==> config.mk <==
export PLATFORM = sky130hd
export DESIGN_NAME = fdj_top
export DESIGN_NICKNAME = d
export VERILOG_FILES = /design/src/design/fdj_pkg.sv /design/src/design/fdj_top.sv
export SDC_FILE = /design/constraint.sdc
export NUM_CORES = 2
export LEC_CHECK = 0
export BUFFER_PORTS_ARGS = -buffer_cell sky130_fd_sc_hd__buf_2
export CAP_MARGIN = 20
export CORE_AREA = 2 2 345 313
export CTS_CLUSTER_DIAMETER = 30
export CTS_CLUSTER_SIZE = 30
export DETAILED_ROUTE_END_ITERATION = 7
export DIE_AREA = 0 0 347 315
export GPL_ROUTABILITY_DRIVEN = 0
export HOLD_SLACK_MARGIN = 0.06
export SETUP_SLACK_MARGIN = 0.5
export SLEW_MARGIN = 20
export SYNTH_ARGS = -nofsm -noshare
export SYNTH_HDL_FRONTEND = slang
export SYNTH_SLANG_ARGS = --single-unit
==> constraint.sdc <==
create_clock -name pclk -period 49.2 [get_ports pclk]
set_input_delay 0 -clock pclk [delete_from_list [all_inputs] [get_ports pclk]]
set_output_delay 0 -clock pclk [all_outputs]
set_load 0.01 [all_outputs]
==> src/design/fdj_pkg.sv <==
package fdj_pkg;

  // Widths: frequency in 0.01 Hz steps, percentage in 0.1 % steps
  localparam int FW = 16;
  localparam int PW = 11;
  localparam int DW = 16;
  localparam int IW = 6;
  localparam int AW = 8;

  // Register byte offsets
  localparam logic [AW-1:0] OFS_CTRL      = 8'h00;
  localparam logic [AW-1:0] OFS_LVL1_THR  = 8'h04;
  localparam logic [AW-1:0] OFS_LVL1_PCT  = 8'h08;
  localparam logic [AW-1:0] OFS_LVL2_THR  = 8'h0C;
  localparam logic [AW-1:0] OFS_LVL2_PCT  = 8'h10;
  localparam logic [AW-1:0] OFS_SKIP1     = 8'h14;
  localparam logic [AW-1:0] OFS_SKIP2     = 8'h18;
  localparam logic [AW-1:0] OFS_SKIP_AMP  = 8'h1C;
  localparam logic [AW-1:0] OFS_DWELL     = 8'h20;
  localparam logic [AW-1:0] OFS_STATUS    = 8'h24;
  localparam logic [AW-1:0] OFS_IRQ_STAT  = 8'h28;
  localparam logic [AW-1:0] OFS_IRQ_MASK  = 8'h2C;
  localparam logic [AW-1:0] OFS_MAX_FREQ  = 8'h30;
  localparam logic [AW-1:0] OFS_RUN_FREQ  = 8'h34;

  // Control register fields
  localparam int CTRL_SKIP_RAMP_EN = 0;
  localparam int CTRL_REV_INHIBIT  = 1;
  localparam int CTRL_DIR_INVERT   = 2;

  // Interrupt status fields
  localparam int EV_L1_RISE = 0;
  localparam int EV_L1_FALL = 1;
  localparam int EV_L2_RISE = 2;
  localparam int EV_L2_FALL = 3;
  localparam int EV_JUMP    = 4;
  localparam int EV_REV_BLK = 5;

  // Status register fields
  localparam int ST_LVL1    = 0;
  localparam int ST_LVL2    = 1;
  localparam int ST_REV_BLK = 2;
  localparam int ST_ROT     = 3;
  localparam int ST_SKIP    = 4;

  // Values after reset and limits
  localparam logic [FW-1:0] THR_RST      = 16'h1388;
  localparam logic [PW-1:0] PCT_RST      = 11'h032;
  localparam logic [PW-1:0] PCT_FULL     = 11'h3E8;
  localparam logic [FW-1:0] SKIP_RST     = 16'h0000;
  localparam logic [FW-1:0] AMP_RST      = 16'h0000;
  localparam logic [FW-1:0] AMP_MAX      = 16'h01F4;
  localparam logic [FW-1:0] MAX_FREQ_RST = 16'h1388;
  localparam logic [2:0]    CTRL_RST     = 3'h0;
  localparam logic [IW-1:0] IRQ_MASK_RST = 6'h00;

  // Dwell at a skip point, default time and its cycle count at the core clock
  localparam int CLK_HZ        = 10_000_000;
  localparam int DWELL_TIME_US = 100;
  localparam logic [DW-1:0] DWELL_RST = DW'(DWELL_TIME_US * (CLK_HZ / 1_000_000));

  typedef enum logic [1:0] {SK_TRACK, SK_DWELL, SK_JUMPED} fdj_skip_t;

  typedef struct packed {
    logic [2:0]    ctrl;
    logic [FW-1:0] thr1;
    logic [FW-1:0] thr2;
    logic [PW-1:0] pct1;
    logic [PW-1:0] pct2;
    logic [FW-1:0] skip1;
    logic [FW-1:0] skip2;
    logic [FW-1:0] amp;
    logic [FW-1:0] maxf;
    logic [DW-1:0] dwell;
    logic [IW-1:0] irq_stat;
    logic [IW-1:0] irq_mask;
    fdj_skip_t     skip;
    logic [DW-1:0] cnt;
    logic [FW-1:0] target;
    logic [FW-1:0] ramp_prev;
    logic [FW-1:0] shaped;
    logic [FW-1:0] drive_freq;
    logic [FW-1:0] freq_prev;
    logic          rot_dir;
    logic          rev_blk;
    logic          lvl1;
    logic          lvl2;
    logic          irq;
    logic [31:0]   prdata;
    logic          pready;
    logic          pslverr;
  } fdj_state_t;

  localparam fdj_state_t FDJ_STATE_RST = '{
    ctrl:     CTRL_RST,
    thr1:     THR_RST,
    thr2:     THR_RST,
    pct1:     PCT_RST,
    pct2:     PCT_RST,
    skip1:    SKIP_RST,
    skip2:    SKIP_RST,
    amp:      AMP_RST,
    maxf:     MAX_FREQ_RST,
    dwell:    DWELL_RST,
    irq_mask: IRQ_MASK_RST,
    skip:     SK_TRACK,
    default:  '0
  };

endpackage

==> src/design/fdj_top.sv <==
// Overview of operation
// - Level one flag sets above its threshold
// - Level one clears below threshold minus hysteresis
// - Second level detector works the same way
// - Hysteresis only while frequency is falling
// - Two skip points; both zero disables skipping
// - Skipped band is twice the amplitude wide
// - Accelerating: dwell, then jump above band
// - Decelerating: dwell, then jump below band
// - Ramp skip disabled: hold current frequency
// - Ramp skip enabled: cross the whole band
// - Reverse inhibit blocks reverse running
// - Inhibit 0 allows reverse, 1 blocks; reset 0
// - Direction invert reverses commanded rotation
// - Invert 0 default direction, 1 opposite; reset 0
//
// Register access over APB and the register offsets were chosen for this implementation.
module fdj_top
  import fdj_pkg::*;
(
  // Clock and reset
  input  wire logic          pclk,
  input  wire logic          presetn,
  // APB slave
  input  wire logic          psel,
  input  wire logic          penable,
  input  wire logic          pwrite,
  input  wire logic [AW-1:0] paddr,
  input  wire logic [31:0]   pwdata,
  output logic      [31:0]   prdata,
  output logic               pready,
  output logic               pslverr,
  // From the ramp generator
  input  wire logic [FW-1:0] ramp_freq,
  input  wire logic          reverse_request,
  // To motor control and output terminals
  output logic      [FW-1:0] drive_freq,
  output logic               drive_reverse,
  output logic               level_one_flag,
  output logic               level_two_flag,
  output logic               irq
);

  fdj_state_t s_reg;
  fdj_state_t s_next;

  // Hysteresis width in fixed point: threshold times tenths of a percent
  function automatic logic [FW-1:0] hyst_width(input logic [FW-1:0] thr, input logic [PW-1:0] pct);
    logic [FW+PW-1:0] prod;
    prod = thr * pct;
    return FW'(prod / (FW+PW)'(PCT_FULL));
  endfunction

  function automatic logic level_next(input logic cur, input logic [FW-1:0] f, input logic [FW-1:0] fprev,
                                      input logic [FW-1:0] thr, input logic [PW-1:0] pct);
    logic res;
    res = cur;
    if (f > thr) begin
      res = 1'b1;
    end else if (f < fprev) begin
      if (f < thr - hyst_width(thr, pct)) begin
        res = 1'b0;
      end
    end else if (f < thr) begin
      res = 1'b0;
    end
    return res;
  endfunction

  // A point of zero never matches, so each point switches off on its own
  function automatic logic in_band(input logic [FW-1:0] f, input logic [FW-1:0] sp, input logic [FW-1:0] amp);
    return (sp != '0) && ({1'b0, f} + {1'b0, amp} >= {1'b0, sp}) && ({1'b0, f} <= {1'b0, sp} + {1'b0, amp});
  endfunction

  function automatic logic [FW-1:0] clamp(input logic [31:0] v, input logic [FW-1:0] lim);
    return (v > {{(32-FW){1'b0}}, lim}) ? lim : v[FW-1:0];
  endfunction

  logic            hit1;
  logic            hit2;
  logic            hit;
  logic [FW-1:0]   sp;
  logic [FW:0]     band_hi;
  logic [FW-1:0]   band_lo;
  logic            rev_eff;
  logic            blocked;
  logic [FW-1:0]   drive_new;
  logic [IW-1:0]   ev;
  logic            access;
  logic            done;
  logic            mapped;
  logic [31:0]     rd;
  logic [31:0]     wv;

  always_comb begin
    s_next = s_reg;
    ev     = '0;
    wv     = pwdata;

    // Skip band around the first matching point
    hit1    = in_band(ramp_freq, s_reg.skip1, s_reg.amp);
    hit2    = in_band(ramp_freq, s_reg.skip2, s_reg.amp);
    hit     = hit1 | hit2;
    sp      = hit1 ? s_reg.skip1 : s_reg.skip2;
    band_hi = {1'b0, sp} + {1'b0, s_reg.amp};
    band_lo = (sp > s_reg.amp) ? sp - s_reg.amp : '0;

    s_next.ramp_prev = ramp_freq;
    unique case (s_reg.skip)
      SK_TRACK: begin
        if (!hit) begin
          s_next.shaped = ramp_freq;
        end else if (s_reg.ctrl[CTRL_SKIP_RAMP_EN]) begin
          // Approach from below means accelerating through the band
          s_next.skip   = SK_DWELL;
          s_next.cnt    = s_reg.dwell;
          s_next.target = (s_reg.shaped <= sp) ? clamp({{(31-FW){1'b0}}, band_hi}, s_reg.maxf)
                                               : band_lo;
        end
        // With ramp skip disabled the shaped value simply holds
      end
      SK_DWELL: begin
        if (!hit) begin
          s_next.skip   = SK_TRACK;
          s_next.shaped = ramp_freq;
        end else if (s_reg.cnt <= DW'(1)) begin
          s_next.skip   = SK_JUMPED;
          s_next.shaped = s_reg.target;
          ev[EV_JUMP]   = 1'b1;
        end else begin
          s_next.cnt = s_reg.cnt - DW'(1);
        end
      end
      SK_JUMPED: begin
        if (hit) begin
          s_next.shaped = s_reg.target;
        end else begin
          s_next.skip   = SK_TRACK;
          s_next.shaped = ramp_freq;
        end
      end
    endcase

    // Blocked reverse command runs at zero frequency
    blocked        = reverse_request & s_reg.ctrl[CTRL_REV_INHIBIT];
    rev_eff        = reverse_request & ~s_reg.ctrl[CTRL_REV_INHIBIT];
    drive_new      = blocked ? '0 : s_reg.shaped;
    s_next.rot_dir = rev_eff ^ s_reg.ctrl[CTRL_DIR_INVERT];
    s_next.rev_blk = blocked;
    ev[EV_REV_BLK] = blocked & ~s_reg.rev_blk;

    s_next.drive_freq = drive_new;
    s_next.freq_prev  = s_reg.drive_freq;
    s_next.lvl1 = level_next(s_reg.lvl1, s_reg.drive_freq, s_reg.freq_prev, s_reg.thr1, s_reg.pct1);
    s_next.lvl2 = level_next(s_reg.lvl2, s_reg.drive_freq, s_reg.freq_prev, s_reg.thr2, s_reg.pct2);
    ev[EV_L1_RISE] = s_next.lvl1 & ~s_reg.lvl1;
    ev[EV_L1_FALL] = ~s_next.lvl1 & s_reg.lvl1;
    ev[EV_L2_RISE] = s_next.lvl2 & ~s_reg.lvl2;
    ev[EV_L2_FALL] = ~s_next.lvl2 & s_reg.lvl2;

    // APB: one wait state so that read data comes from a flip-flop
    access = psel & penable;
    done   = access & s_reg.pready;
    mapped = 1'b1;
    rd     = '0;
    unique case (paddr)
      OFS_CTRL:     rd = {29'h0, s_reg.ctrl};
      OFS_LVL1_THR: rd = {16'h0, s_reg.thr1};
      OFS_LVL1_PCT: rd = {21'h0, s_reg.pct1};
      OFS_LVL2_THR: rd = {16'h0, s_reg.thr2};
      OFS_LVL2_PCT: rd = {21'h0, s_reg.pct2};
      OFS_SKIP1:    rd = {16'h0, s_reg.skip1};
      OFS_SKIP2:    rd = {16'h0, s_reg.skip2};
      OFS_SKIP_AMP: rd = {16'h0, s_reg.amp};
      OFS_DWELL:    rd = {16'h0, s_reg.dwell};
      OFS_STATUS:   rd = {26'h0, s_reg.skip, s_reg.rot_dir, s_reg.rev_blk, s_reg.lvl2, s_reg.lvl1};
      OFS_IRQ_STAT: rd = {26'h0, s_reg.irq_stat};
      OFS_IRQ_MASK: rd = {26'h0, s_reg.irq_mask};
      OFS_MAX_FREQ: rd = {16'h0, s_reg.maxf};
      OFS_RUN_FREQ: rd = {16'h0, s_reg.drive_freq};
      default:      mapped = 1'b0;
    endcase

    s_next.pready  = access & ~s_reg.pready;
    s_next.pslverr = access & ~s_reg.pready & ~mapped;
    if (access & ~s_reg.pready) begin
      s_next.prdata = pwrite ? 32'h0 : rd;
    end

    // Events always win over the read clear; only bits that were reported are cleared
    s_next.irq_stat = s_reg.irq_stat | ev;
    if (done & ~pwrite & (paddr == OFS_IRQ_STAT)) begin
      s_next.irq_stat = ev | (s_reg.irq_stat & ~s_reg.prdata[IW-1:0]);
    end

    // Thresholds beyond the maximum frequency are clamped on write
    if (done & pwrite) begin
      unique case (paddr)
        OFS_CTRL:     s_next.ctrl     = wv[2:0];
        OFS_LVL1_THR: s_next.thr1     = clamp(wv, s_reg.maxf);
        OFS_LVL1_PCT: s_next.pct1     = PW'(clamp(wv, FW'(PCT_FULL)));
        OFS_LVL2_THR: s_next.thr2     = clamp(wv, s_reg.maxf);
        OFS_LVL2_PCT: s_next.pct2     = PW'(clamp(wv, FW'(PCT_FULL)));
        OFS_SKIP1:    s_next.skip1    = clamp(wv, s_reg.maxf);
        OFS_SKIP2:    s_next.skip2    = clamp(wv, s_reg.maxf);
        OFS_SKIP_AMP: s_next.amp      = clamp(wv, AMP_MAX);
        OFS_DWELL:    s_next.dwell    = wv[DW-1:0];
        OFS_IRQ_MASK: s_next.irq_mask = wv[IW-1:0];
        OFS_MAX_FREQ: s_next.maxf     = wv[FW-1:0];
        default: begin
        end
      endcase
    end

    s_next.irq = |(s_next.irq_stat & s_next.irq_mask);
  end

  always_ff @(posedge pclk or negedge presetn) begin
    if (!presetn) begin
      s_reg <= FDJ_STATE_RST;
    end else begin
      s_reg <= s_next;
    end
  end

  assign prdata         = s_reg.prdata;
  assign pready         = s_reg.pready;
  assign pslverr        = s_reg.pslverr;
  assign drive_freq     = s_reg.drive_freq;
  assign drive_reverse  = s_reg.rot_dir;
  assign level_one_flag = s_reg.lvl1;
  assign level_two_flag = s_reg.lvl2;
  assign irq            = s_reg.irq;

endmodule

==> parameters.txt <==
Parameter                              Value

Timing
  Min Tclk post-route ... 24.46 ns
  Max Freq ... 40.9 MHz
  Setup repair after global routing missed its margin ... no
  Slew at the pin with the worst max-slew slack ... 1.10 ns
  Final number of max-transition violations ... 0
  Hold violation total from the final report ... 0
  Crit path setup slack, layout ... 24.74 ns
  Sum of negative setup slack ... 0 ns
  Post-route fraction of the period consumed by the critical path ... 0.497
  Count of endpoints failing setup in the final report ... 0
  Relative slew margins ... 0.263
  Worst Clk Skew ... 0.0904 ns

Synthesis
  Warnings from Yosys ... 0
  Cell count after synthesis ... 5167
  Largest cells by area after synthesis ... dfrtp_1, ha_1, fa_1, inv_1, nand2_1
  Dominant cell by count in the synthesized netlist ... inv_1
  Number of register bits inferred by synthesis ... 254
  Synth async-reset ratio ... 1.00
  Primary flip-flop cell chosen by synthesis mapping ... dfrtp_1
  Fraction of the yosys area taken by sequential cells ... 0.152
  Synthesized area per cell ... 8.13 sq um
  Share of Yosys cell area claimed by the top area cell type ... 0.135
  Post-synthesis cell type count ... 135
  Most common library cells after synthesis ... inv_1, nand2_1, ha_1
  Cell type contributing the most total cell area after synthesis ... dfrtp_1
  Netlist Area Pre-Place ... 42000 sq um
  Post-synth EDFFs ... 0

Setup path
  Maximum single-stage delay on the critical path ... 0.74 ns
  Data required time of the critical path ... 49.65 ns
  Category of the worst setup path capture point ... flip-flop
  Worst Reg2Reg Path Length in Cells ... 81
  Internal reg-to-reg setup slack ... 24.74 ns
  Count of buffer and inverter cells on the critical path ... 4
  Crit. Startpoint ... s_reg[242]$_DFFE_PN0P_
  Worst Path Max Fanout ... 18
  Worst reg2reg path startpoint ... s_reg[242]$_DFFE_PN0P_
  Endpoint of the worst-slack reg-to-reg timing path ... irq$_DFF_PN0_
  Family with the most delay on the worst path ... compound AO/OA/AOI/OAI gates
  CP Launch Type ... flip-flop
  Classification of the worst setup path ... reg2reg
  Cell occurring most often along the worst timing path ... a21oi_1
  Critical Path Slowest Stage Cell ... a31oi_2
  CP arrival ... 24.92 ns

Floorplanning
  Core footprint ... 106000 sq um
  Number of cell rows ... 114
  Floorplan die height ... 315 um
  Die Width ... 347 um
  I/O pin total ... 116
  Die footprint ... 109000 sq um
  Initial Utilization ... 0.395

CTS
  Number of sinks on the clock net ... 254
  Insertion delay of the later-clocked pin in the worst-skew pair ... 0.65 ns
  Post-CTS Resized ... 0
  Clock Root Buffer ... clkbuf_16
  Maximum number of buffers from clock root to sink ... 3
  Clock slew seen by the registers of the worst setup and hold paths ... 0.05 ns
  Number of H-tree branching levels ... 2
  Number of clock buffers inserted by TritonCTS ... 56
  TritonCTS clock tree ... built

Layout
  Post-route core utilization ... 0.433
  Diode count ... 0
  Number of nets in the layout ... 5919
  Max FFs per register ... 216
  Non-filler instance count after layout ... 6605
  Share of post-route cells with drive strength above 1 ... 0.0896
  Layout area overhead ... 9.40%

Place
  Dpl hpwl ... 106000 um
  Port buffer count ... 99
  Post-Place Worst Slack ... 24.85 ns
  # placed instances ... 6452

Pwr
  Leakage power ... 0.0210 uW
  Power density over cell area ... 14.6 nW/um^2
  Highest ir drop seen on vdd ... 0.0278 mV

Min path
  Hold Crit Class ... in2async

Drt
  Antenna violation net count after detailed routing ... 0
  DR vias ... 38700
  Routed wire length ... 136000 um
  Routed length per placed instance ... 20.6 um
  Detailed router's first-iteration violation count ... 3440
  Total DRC errors in the routed layout ... 0
  Via density ... 5.85
  Drt pass-1 iters ... 6

GRT
  Maximum number of pins on one net before global-route repair ... 124
  Number of antenna violations at the first check in global routing ... 2
  GRT Residual Overflow ... 0
  Total global-route track usage ... 0.246
  Global-route wire length before repair ... 214000 um
  Number of global-route vias before repair ... 37200

Outcome
  Outcome ... completed

Run
  Maximum capacitance violations ... 0
[logic make-up (layout without fill, tap and decap cells)]
group / after synthesis / count (layout) / share of synthesized area
compound gates: 1401 / 1401 / 0.232
mux: 162 / 162 / 0.0411
flops: 254 / 254 / 0.152
buf+inv: 787 / 818 / 0.0767
simple gates: 1635 / 1635 / 0.196
xor+xnor: 227 / 227 / 0.0486
other cells: 1 / 16 / 0.0000893
fa+ha+maj: 700 / 700 / 0.254
[placed cells by master (no fill, tap or decap), types with 27 or more instances in the layout]
cell type and n:
o21a_1 53, a221oi_1 30, mux2i_1 92, nand3_1 98, o21ai_1 35, dfrtp_1 227, a211oi_1 32, nor3_1 74
a22oi_1 56, nor4_1 42, nand4_1 68, nand2_1 499, and3_1 37, and2_1 241, o21bai_1 47, inv_1 520
clkbuf_16 56, o211ai_1 50, nor2b_1 55, a31oi_1 47, nor2_1 309, a21oi_1 261, a21o_1 141, a22o_1 28
buf_4 37, or3_1 30, dfstp_2 27, ha_1 434, nand2b_1 75, xor2_1 77, xnor2_1 140, mux2_2 63
fa_1 257, o21ai_0 299, dlygate4sd3_1 48, buf_2 98
[power by group]
part | switching (uW) | internal (uW)
registers | 3.38 | 212
logic | 32.1 | 20.1
clock network | 132 | 272
[per-layer routing]
metal	vias to the layer above	wire length, um	GRT usage
met1	18800	61400	0.343
li1	18200	-	-
met5	-	0	0
met3	262	10400	0.0426
met2	1428	59000	0.383
met4	0	5520	0.0877
[per-stage QoR]
stage / hold slack, ns / power, uW / area (sq um)
2_1_floorplan: -0.296 / 245 / 42100
3_3_place_gp: 0.186 / 267 / 43400
3_5_place_dp: 0.185 / 267 / 43400
4_1_cts: 0.0607 / 674 / 45900
5_1_grt: 0.135 / 692 / 46000
6_report: 0.0629 / 672 / 46000
[what timing repair did]
action	CTS	global route
buffers inserted	0	0
endpoints found under the hold margin	227	0
hold buffers	48	0
setup endpoints to repair	0	0
[how the worst max path moves through the flow]
stage / to / slack, ns / depth (start not counted)
2_1_floorplan: irq$_DFF_PN0_ / 28.73 / 91
3_3_place_gp: irq$_DFF_PN0_ / 25.02 / 80
3_5_place_dp: irq$_DFF_PN0_ / 24.85 / 80
4_1_cts: irq$_DFF_PN0_ / 24.70 / 80
5_1_grt: irq$_DFF_PN0_ / 22.84 / 81
6_report: irq$_DFF_PN0_ / 24.74 / 81
[cell type report]
class,instances,area (sq um)
clock inverters,35,532
clock buffers,70,1520
fillers,10500,60300
flip-flops and latches,254,6390
well taps,1392,1740
inverters,529,1990
multi-input cells,4141,32500
repair buffers,184,1260
(Power assumes the default switching activity.)
